[config.mk]
export PLATFORM = sky130hd
export DESIGN_NAME = bstp_top
export DESIGN_NICKNAME = d
export VERILOG_FILES = /design/src/logic/bstp_pkg.sv /design/src/logic/bstp_sync.sv /design/src/logic/bstp_top.sv
export SDC_FILE = /design/constraint.sdc
export NUM_CORES = 1
export LEC_CHECK = 0
export ABC_AREA = 1
export BUFFER_PORTS_ARGS = -buffer_cell sky130_fd_sc_hd__buf_2
export CORE_MARGIN = 3
export CORE_UTILIZATION = 53
export DETAILED_ROUTE_END_ITERATION = 8
export PLACE_DENSITY = 0.7
export SYNTH_ARGS = -nofsm -noshare
export SYNTH_HDL_FRONTEND = slang
export SYNTH_SLANG_ARGS = --single-unit
[constraint.sdc]
create_clock -name ref_clk_i -period 2.9 [get_ports ref_clk_i]
set_input_delay 0.145 -clock ref_clk_i [delete_from_list [all_inputs] [get_ports ref_clk_i]]
set_output_delay 0.145 -clock ref_clk_i [all_outputs]
set_load 0.01 [all_outputs]
[src/logic/bstp_pkg.sv]
// Shared constants and types for the boundary-scan test port
package bstp_pkg;

    // Instruction register
    localparam int          IR_WIDTH        = 4;
    localparam logic [3:0]  IR_RESET_VALUE  = 4'h1;
    localparam logic [3:0]  IR_CAPTURE_VAL  = 4'h1;

    // Instruction codes
    localparam logic [3:0]  INSTR_EXTEST    = 4'h0;
    localparam logic [3:0]  INSTR_IDCODE    = 4'h2;
    localparam logic [3:0]  INSTR_BYPASS    = 4'hF;

    // Identification register (value arbitrary, names no maker)
    localparam int          ID_WIDTH        = 32;
    localparam logic [31:0] ID_VALUE        = 32'h1234_5001;

    // Bypass register
    localparam logic        BYPASS_CAPTURE  = 1'h0;

    // Synchroniser depth on pin inputs
    localparam int          SYNC_STAGES     = 2;

    // Test access port controller states
    typedef enum logic [3:0] {
        TEST_LOGIC_RESET,
        RUN_TEST_IDLE,
        SELECT_DR_SCAN,
        CAPTURE_DR,
        SHIFT_DR,
        EXIT1_DR,
        PAUSE_DR,
        EXIT2_DR,
        UPDATE_DR,
        SELECT_IR_SCAN,
        CAPTURE_IR,
        SHIFT_IR,
        EXIT1_IR,
        PAUSE_IR,
        EXIT2_IR,
        UPDATE_IR
    } bstp_state_type;

endpackage

[src/logic/bstp_sync.sv]
// Two-flop synchroniser for one pin input
`timescale 1ns/1ps
`default_nettype none
module bstp_sync (
    input  wire logic ref_clk_i,
    input  wire logic reset_n_i,
    input  wire logic clk_en_i,
    input  wire logic pin_i,
    output logic      sync_o
);
    logic meta;

    always_ff @(posedge ref_clk_i or negedge reset_n_i) begin
        if (!reset_n_i) begin
            meta   <= 1'h0;
            sync_o <= 1'h0;
        end else if (clk_en_i) begin
            meta   <= pin_i;
            sync_o <= meta;
        end
    end
endmodule
`default_nettype wire

[src/logic/bstp_top.sv]
// Boundary-scan test access port: controller, IR, ID and bypass paths
// Notes on behaviour
// - Test reset forces controller reset, no clock.
// - Mode select sampled on test-clock rise.
// - Test data captured on rise while shifting.
// - Shift feeds instruction, ID or bypass.
// - Test data out changes on clock fall.
// - Output enabled only in shift states.
`timescale 1ns/1ps
`default_nettype none
module bstp_top (
    input  wire logic  ref_clk_i,
    input  wire logic  reset_n_i,
    input  wire logic  clk_en_i,
    input  wire logic  tck_i,
    input  wire logic  tms_i,
    input  wire logic  tdi_i,
    input  wire logic  trst_n_i,
    output logic       tdo_o,
    output logic       tdo_oe_o,
    output logic [3:0] instr_o
);
    logic                   tck_s;
    logic                   tms_s;
    logic                   tdi_s;
    logic                   tck_d;
    logic                   tck_rise;
    logic                   tck_fall;
    logic                   trst_n_s;
    logic                   trst_sync;
    logic                   tap_rst_n;
    bstp_pkg::bstp_state_type state;
    bstp_pkg::bstp_state_type next_state;
    logic [3:0]             ir_shift;
    logic [3:0]             ir;
    logic [31:0]            id_shift;
    logic                   bypass;
    logic                   serial_out;

    bstp_sync u_sync_tck (.ref_clk_i(ref_clk_i), .reset_n_i(reset_n_i),
        .clk_en_i(clk_en_i), .pin_i(tck_i), .sync_o(tck_s));
    bstp_sync u_sync_tms (.ref_clk_i(ref_clk_i), .reset_n_i(reset_n_i),
        .clk_en_i(clk_en_i), .pin_i(tms_i), .sync_o(tms_s));
    bstp_sync u_sync_tdi (.ref_clk_i(ref_clk_i), .reset_n_i(reset_n_i),
        .clk_en_i(clk_en_i), .pin_i(tdi_i), .sync_o(tdi_s));
    bstp_sync u_sync_trst (.ref_clk_i(ref_clk_i), .reset_n_i(reset_n_i),
        .clk_en_i(clk_en_i), .pin_i(trst_n_i), .sync_o(trst_sync));

    // Test reset acts asynchronously; only its release is synchronised
    assign tap_rst_n = reset_n_i & trst_n_i;
    assign trst_n_s  = trst_sync;

    always_ff @(posedge ref_clk_i or negedge tap_rst_n) begin
        if (!tap_rst_n) begin
            tck_d <= 1'h0;
        end else if (clk_en_i) begin
            tck_d <= tck_s;
        end
    end

    // Edges only count once the synchronised reset has released too
    assign tck_rise = clk_en_i & trst_n_s & tck_s & ~tck_d;
    assign tck_fall = clk_en_i & trst_n_s & ~tck_s & tck_d;

    function automatic logic in_shift(input bstp_pkg::bstp_state_type s);
        in_shift = (s == bstp_pkg::SHIFT_DR) || (s == bstp_pkg::SHIFT_IR);
    endfunction

    always_comb begin
        next_state = state;
        case (state)
            bstp_pkg::TEST_LOGIC_RESET: next_state = tms_s ?
                bstp_pkg::TEST_LOGIC_RESET : bstp_pkg::RUN_TEST_IDLE;
            bstp_pkg::RUN_TEST_IDLE: next_state = tms_s ?
                bstp_pkg::SELECT_DR_SCAN : bstp_pkg::RUN_TEST_IDLE;
            bstp_pkg::SELECT_DR_SCAN: next_state = tms_s ?
                bstp_pkg::SELECT_IR_SCAN : bstp_pkg::CAPTURE_DR;
            bstp_pkg::CAPTURE_DR: next_state = tms_s ?
                bstp_pkg::EXIT1_DR : bstp_pkg::SHIFT_DR;
            bstp_pkg::SHIFT_DR: next_state = tms_s ?
                bstp_pkg::EXIT1_DR : bstp_pkg::SHIFT_DR;
            bstp_pkg::EXIT1_DR: next_state = tms_s ?
                bstp_pkg::UPDATE_DR : bstp_pkg::PAUSE_DR;
            bstp_pkg::PAUSE_DR: next_state = tms_s ?
                bstp_pkg::EXIT2_DR : bstp_pkg::PAUSE_DR;
            bstp_pkg::EXIT2_DR: next_state = tms_s ?
                bstp_pkg::UPDATE_DR : bstp_pkg::SHIFT_DR;
            bstp_pkg::UPDATE_DR: next_state = tms_s ?
                bstp_pkg::SELECT_DR_SCAN : bstp_pkg::RUN_TEST_IDLE;
            bstp_pkg::SELECT_IR_SCAN: next_state = tms_s ?
                bstp_pkg::TEST_LOGIC_RESET : bstp_pkg::CAPTURE_IR;
            bstp_pkg::CAPTURE_IR: next_state = tms_s ?
                bstp_pkg::EXIT1_IR : bstp_pkg::SHIFT_IR;
            bstp_pkg::SHIFT_IR: next_state = tms_s ?
                bstp_pkg::EXIT1_IR : bstp_pkg::SHIFT_IR;
            bstp_pkg::EXIT1_IR: next_state = tms_s ?
                bstp_pkg::UPDATE_IR : bstp_pkg::PAUSE_IR;
            bstp_pkg::PAUSE_IR: next_state = tms_s ?
                bstp_pkg::EXIT2_IR : bstp_pkg::PAUSE_IR;
            bstp_pkg::EXIT2_IR: next_state = tms_s ?
                bstp_pkg::UPDATE_IR : bstp_pkg::SHIFT_IR;
            bstp_pkg::UPDATE_IR: next_state = tms_s ?
                bstp_pkg::SELECT_DR_SCAN : bstp_pkg::RUN_TEST_IDLE;
            default: next_state = bstp_pkg::TEST_LOGIC_RESET;
        endcase
    end

    always_ff @(posedge ref_clk_i or negedge tap_rst_n) begin
        if (!tap_rst_n) begin
            state <= bstp_pkg::TEST_LOGIC_RESET;
        end else if (tck_rise) begin
            state <= next_state;
        end
    end

    // Instruction shift and update
    always_ff @(posedge ref_clk_i or negedge tap_rst_n) begin
        if (!tap_rst_n) begin
            ir_shift <= bstp_pkg::IR_RESET_VALUE;
            ir       <= bstp_pkg::IR_RESET_VALUE;
        end else if (tck_rise) begin
            case (state)
                bstp_pkg::TEST_LOGIC_RESET:
                    ir <= bstp_pkg::IR_RESET_VALUE;
                bstp_pkg::CAPTURE_IR:
                    ir_shift <= bstp_pkg::IR_CAPTURE_VAL;
                bstp_pkg::SHIFT_IR:
                    ir_shift <= {tdi_s, ir_shift[3:1]};
                bstp_pkg::UPDATE_IR:
                    ir <= ir_shift;
                default: ir <= ir;
            endcase
        end
    end

    // Data registers: identification or bypass by current instruction
    always_ff @(posedge ref_clk_i or negedge tap_rst_n) begin
        if (!tap_rst_n) begin
            id_shift <= bstp_pkg::ID_VALUE;
            bypass   <= bstp_pkg::BYPASS_CAPTURE;
        end else if (tck_rise) begin
            if (state == bstp_pkg::CAPTURE_DR) begin
                id_shift <= bstp_pkg::ID_VALUE;
                bypass   <= bstp_pkg::BYPASS_CAPTURE;
            end else if (state == bstp_pkg::SHIFT_DR) begin
                if (ir == bstp_pkg::INSTR_IDCODE) begin
                    id_shift <= {tdi_s, id_shift[31:1]};
                end else begin
                    bypass <= tdi_s;
                end
            end
        end
    end

    always_comb begin
        if (state == bstp_pkg::SHIFT_IR) begin
            serial_out = ir_shift[0];
        end else if (ir == bstp_pkg::INSTR_IDCODE) begin
            serial_out = id_shift[0];
        end else begin
            serial_out = bypass;
        end
    end

    // Output launches on falling edge, enabled only while shifting
    always_ff @(posedge ref_clk_i or negedge tap_rst_n) begin
        if (!tap_rst_n) begin
            tdo_o    <= 1'h0;
            tdo_oe_o <= 1'h0;
        end else if (tck_fall) begin
            tdo_o    <= serial_out;
            tdo_oe_o <= in_shift(state);
        end
    end

    assign instr_o = ir;

    property p_oe_shift;
        @(posedge ref_clk_i) disable iff (!tap_rst_n)
        $rose(tdo_oe_o) |-> in_shift(state);
    endproperty
    a_oe_shift: assert property (p_oe_shift)
        else $error("Output enabled outside shift state");

    property p_tdo_fall;
        @(posedge ref_clk_i) disable iff (!tap_rst_n)
        $changed(tdo_o) |-> $past(tck_fall);
    endproperty
    a_tdo_fall: assert property (p_tdo_fall)
        else $error("Test data out changed off falling edge");

    property p_state_rise;
        @(posedge ref_clk_i) disable iff (!tap_rst_n)
        $changed(state) |-> $past(tck_rise);
    endproperty
    a_state_rise: assert property (p_state_rise)
        else $error("Controller moved without rising edge");

    property p_tms_reset;
        @(posedge ref_clk_i) disable iff (!tap_rst_n)
        (tck_rise && tms_s && state == bstp_pkg::SELECT_IR_SCAN)
            |=> state == bstp_pkg::TEST_LOGIC_RESET;
    endproperty
    a_tms_reset: assert property (p_tms_reset)
        else $error("Select-IR with mode high did not reset");

    property p_bypass_cap;
        @(posedge ref_clk_i) disable iff (!tap_rst_n)
        (tck_rise && state == bstp_pkg::SHIFT_DR
            && ir == bstp_pkg::INSTR_BYPASS) |=> bypass == $past(tdi_s);
    endproperty
    a_bypass_cap: assert property (p_bypass_cap)
        else $error("Bypass stage did not take test data");

    property p_ir_shift;
        @(posedge ref_clk_i) disable iff (!tap_rst_n)
        (tck_rise && state == bstp_pkg::SHIFT_IR)
            |=> ir_shift[3] == $past(tdi_s);
    endproperty
    a_ir_shift: assert property (p_ir_shift)
        else $error("Instruction path did not take test data");

    property p_trst;
        @(posedge ref_clk_i) !trst_n_i |-> state == bstp_pkg::TEST_LOGIC_RESET;
    endproperty
    a_trst: assert property (p_trst)
        else $error("Controller not reset under test reset");

    property p_oe_off;
        @(posedge ref_clk_i) !tap_rst_n |-> !tdo_oe_o;
    endproperty
    a_oe_off: assert property (p_oe_off)
        else $error("Output enabled during reset");

endmodule
`default_nettype wire

==> out/results.ini <==
[place]
placed_standard_cell_area_mm2=0.00271
dp_slack_ns=1.12
gp_routability_congestion=0.887
dp_hpwl_mm=3.23
portBuffers=12
placed_cells=375

[critical_path]
path_buf_inv=2
path_class=reg -> reg
cpMaxStageDelayCell=dfrtp_1
cp_max_fo=33
crit_path_start_kind=register
worst_ep_required_time_ns=3.11
critPathTopFamily=simple AND/OR/NAND/NOR gates
endpoint_kind=register
critical_path_arrival_ns=1.99
critical-path-max-stage-delay_ns=0.56
critical_path.cell_chain=nand2_1 > inv_2 > nand2_2 > nand2_2 > nand2_4 > inv_6 > nand2_4 > nand2_1 > o21ai_2

[global_route]
grt.overflow.total=0
grt_first_pass_wirelength_mm=8.49
grt_use_total_pct=17.8
maximum_number_of_pins_on_one_net_before_global_route_repair=49
antenna_violations_before_repair=0
vias_in_the_first_global_route=1941

[min_path]
hold_path_class=in -> reg

[floorplan]
initial_utilization_pct=55.6
die_height_um=76.6
floorplan_die_area_mm2=0.00587
core_mm2=0.00475
io-pin-count=13
placement_rows=25
floorplan.die.width_um=76.6

[route]
drc=0
drt_wl_total_mm=4.55
wl_per_cell_um=11.8
drt-pass1-iter-count=4
detail-route-antenna-nets=0
drtIter0Drc=150
routed_via_density=5.02
vias=1928

[synthesis]
syn_avg_cell_area_um2=8.66
ys_top_cells_by_area=dfrtp_1, nand2_1, dfstp_2, nand3_1, inv_1
synthMostInstantiatedCell=nand2_1
postSynth.asyncResetShare_pct=100
number_of_distinct_library_cells_after_synthesis=27
synth_seq_area_share_pct=53.5
syn_inst=305
synth-main-ff-cell=dfrtp_1
post_synth_instance_area_mm2=0.00264
synth_enable_flop_cells=0
synth_warnings=0
netlist_top_cells_count=nand2_1, dfrtp_1, inv_1, nand3_1, nor2_1
syn_nets=312
synth_top_cell_area_share_pct=43.6
ys_ff_latch=56
synth_top_area_cell=dfrtp_1

[power_and_ir_drop]
combPwrFrac_pct=23.7
p_leak_nw=1.59
power.internal_mw=1.18
clkPwrFrac_pct=23.5
power_after_layout_mw=1.80
worst_ir_drop_vdd_uv=292
power.net_switching_mw=0.619
netSwitchingFraction_pct=34.4
p_per_area_mw_per_mm2=640
power.sequential.fraction_pct=52.8

[final_layout]
insertedDiodeCount=0
layout_cell_area_excl_fill_mm2=0.00281
post_route_cells_drive_above_1_share_pct=21.1
area.growth.synth_to_final_pct=6.54
final_instance_count_without_filler_cells=384
nets=323

[clocking]
cts-root-to-sink-buffers=2
cts_root_buffer=clkbuf_8
tritoncts.num_buffers=5
htree_levels=2
cts_tree=built
cts.reportedPaths.clkPinSlew_ns=0.10
clk-insertion-delay-late_ns=0.31
cts.sinks=56

[sta]
timing.final.ws_setup_ns=1.11
period_share_pct=61.6
hold_viol=0
fmax_ghz=0.560
fin_crit_ns=1.79
finalSetupViolations=0
worst_pin_slew_ns=0.948
rsz0062_at_grt=no
timing.setup.tns_ns=0
maxSlewHeadroom_pct=36.7
clock_tree_skew_after_final_layout_ns=0.00961
final-max-slew-violation-count=0

[status]
run_status=finished, final reports clean

[job]
timing.max_cap.violations=0

==> power by group through the flow <==
stage	Clock, mW	Combinational, mW	Sequential [mW]
after floorplan	0	0.341	0.939
after global placement	0	0.418	0.960
final	0.424	0.426	0.951
after detailed placement	0	0.423	0.964
after CTS	0.443	0.426	0.950
after global routing	0.464	0.484	0.964
==> state kept, by name (all words and copies together) (netlist names), 4 cells and up <==
name      flops
state         4
ir_shift      4
id_shift     32
instr_o       4
==> layout make-up <==
cell class                      count  area [um^2]
Fill cell                         428         1940
Sequential cell                    56         1410
Multi-Input combinational cell    208         1030
Inverter                           32          126
Tap cell                           67         83.8
Timing Repair Buffer               13         70.1
Clock buffer                        5         68.8
Clock inverter                      3         22.5
==> routing by layer <==
layer  GRT usage (%)  share of wire, %  vias up
met5               0                 0        -
li1                -                 -      987
met4            7.61               1.9        0
met2            28.6                45       44
met3            2.60               3.9        9
met1            24.2                50      888
==> per-stage QoR <==
step	utilization (%)	hold WS, ns
2_1_floorplan	-	-0.151
3_3_place_gp	57.1	0.00173
3_5_place_dp	57.1	0.00408
4_1_cts	59.2	0.0265
5_1_grt	59.2	0.0408
6_report	59.2	0.0367
==> final timing paths <==
path	startpoint	to	slack (ns)	depth (start not counted)
min	tck_i	u_sync_tck.meta	0.04	3
max	state[0]	id_shift[31]	1.11	9
min in group asynchronous	trst_n_i	id_shift[3]	0.09	3
max in group asynchronous	reset_n_i	state[0]	1.52	4
max reg2reg	state[0]	id_shift[31]	1.11	9
min reg2reg	id_shift[2]	id_shift[2]	0.48	2
==> placed cells by master, fill, tap and decap left out, types with 5 or more instances in the layout <==
cell      count
nor2_1       18
dfstp_2      10
inv_1        26
dfrtp_1      46
nor2_2        6
buf_2        12
o21ai_0      15
nand3_1      27
nand2_1     103
o21ai_2       8
clkbuf_8      5
a21oi_2       7
==> what timing repair did <==
item / in CTS / in global routing
hold endpoints to repair: 8 / 0
setup buffers: 0 / 0
hold buffers: 1 / 0
resized for setup: 0 / 0
==> worst reg2reg max path, stage by stage (launching register included) <==
cell and delay [ns]:
dfrtp_1 0.56, nand2_1 0.15, inv_2 0.11, nand2_2 0.08
nand2_2 0.12, nand2_4 0.07, inv_6 0.13, nand2_4 0.24
nand2_1 0.16, o21ai_2 0.06
==> cells by family (layout without fill, tap and decap cells) <==
kind of cell / Yosys count / count (layout) / synth area share, %
flip-flops: 56 / 56 / 53.5
buffers and inverters: 41 / 53 / 7.53
AO/OA/AOI/OAI: 41 / 41 / 10.4
AND/OR/NAND/NOR: 167 / 167 / 28.5
Power figures use the tool's default switching activity.
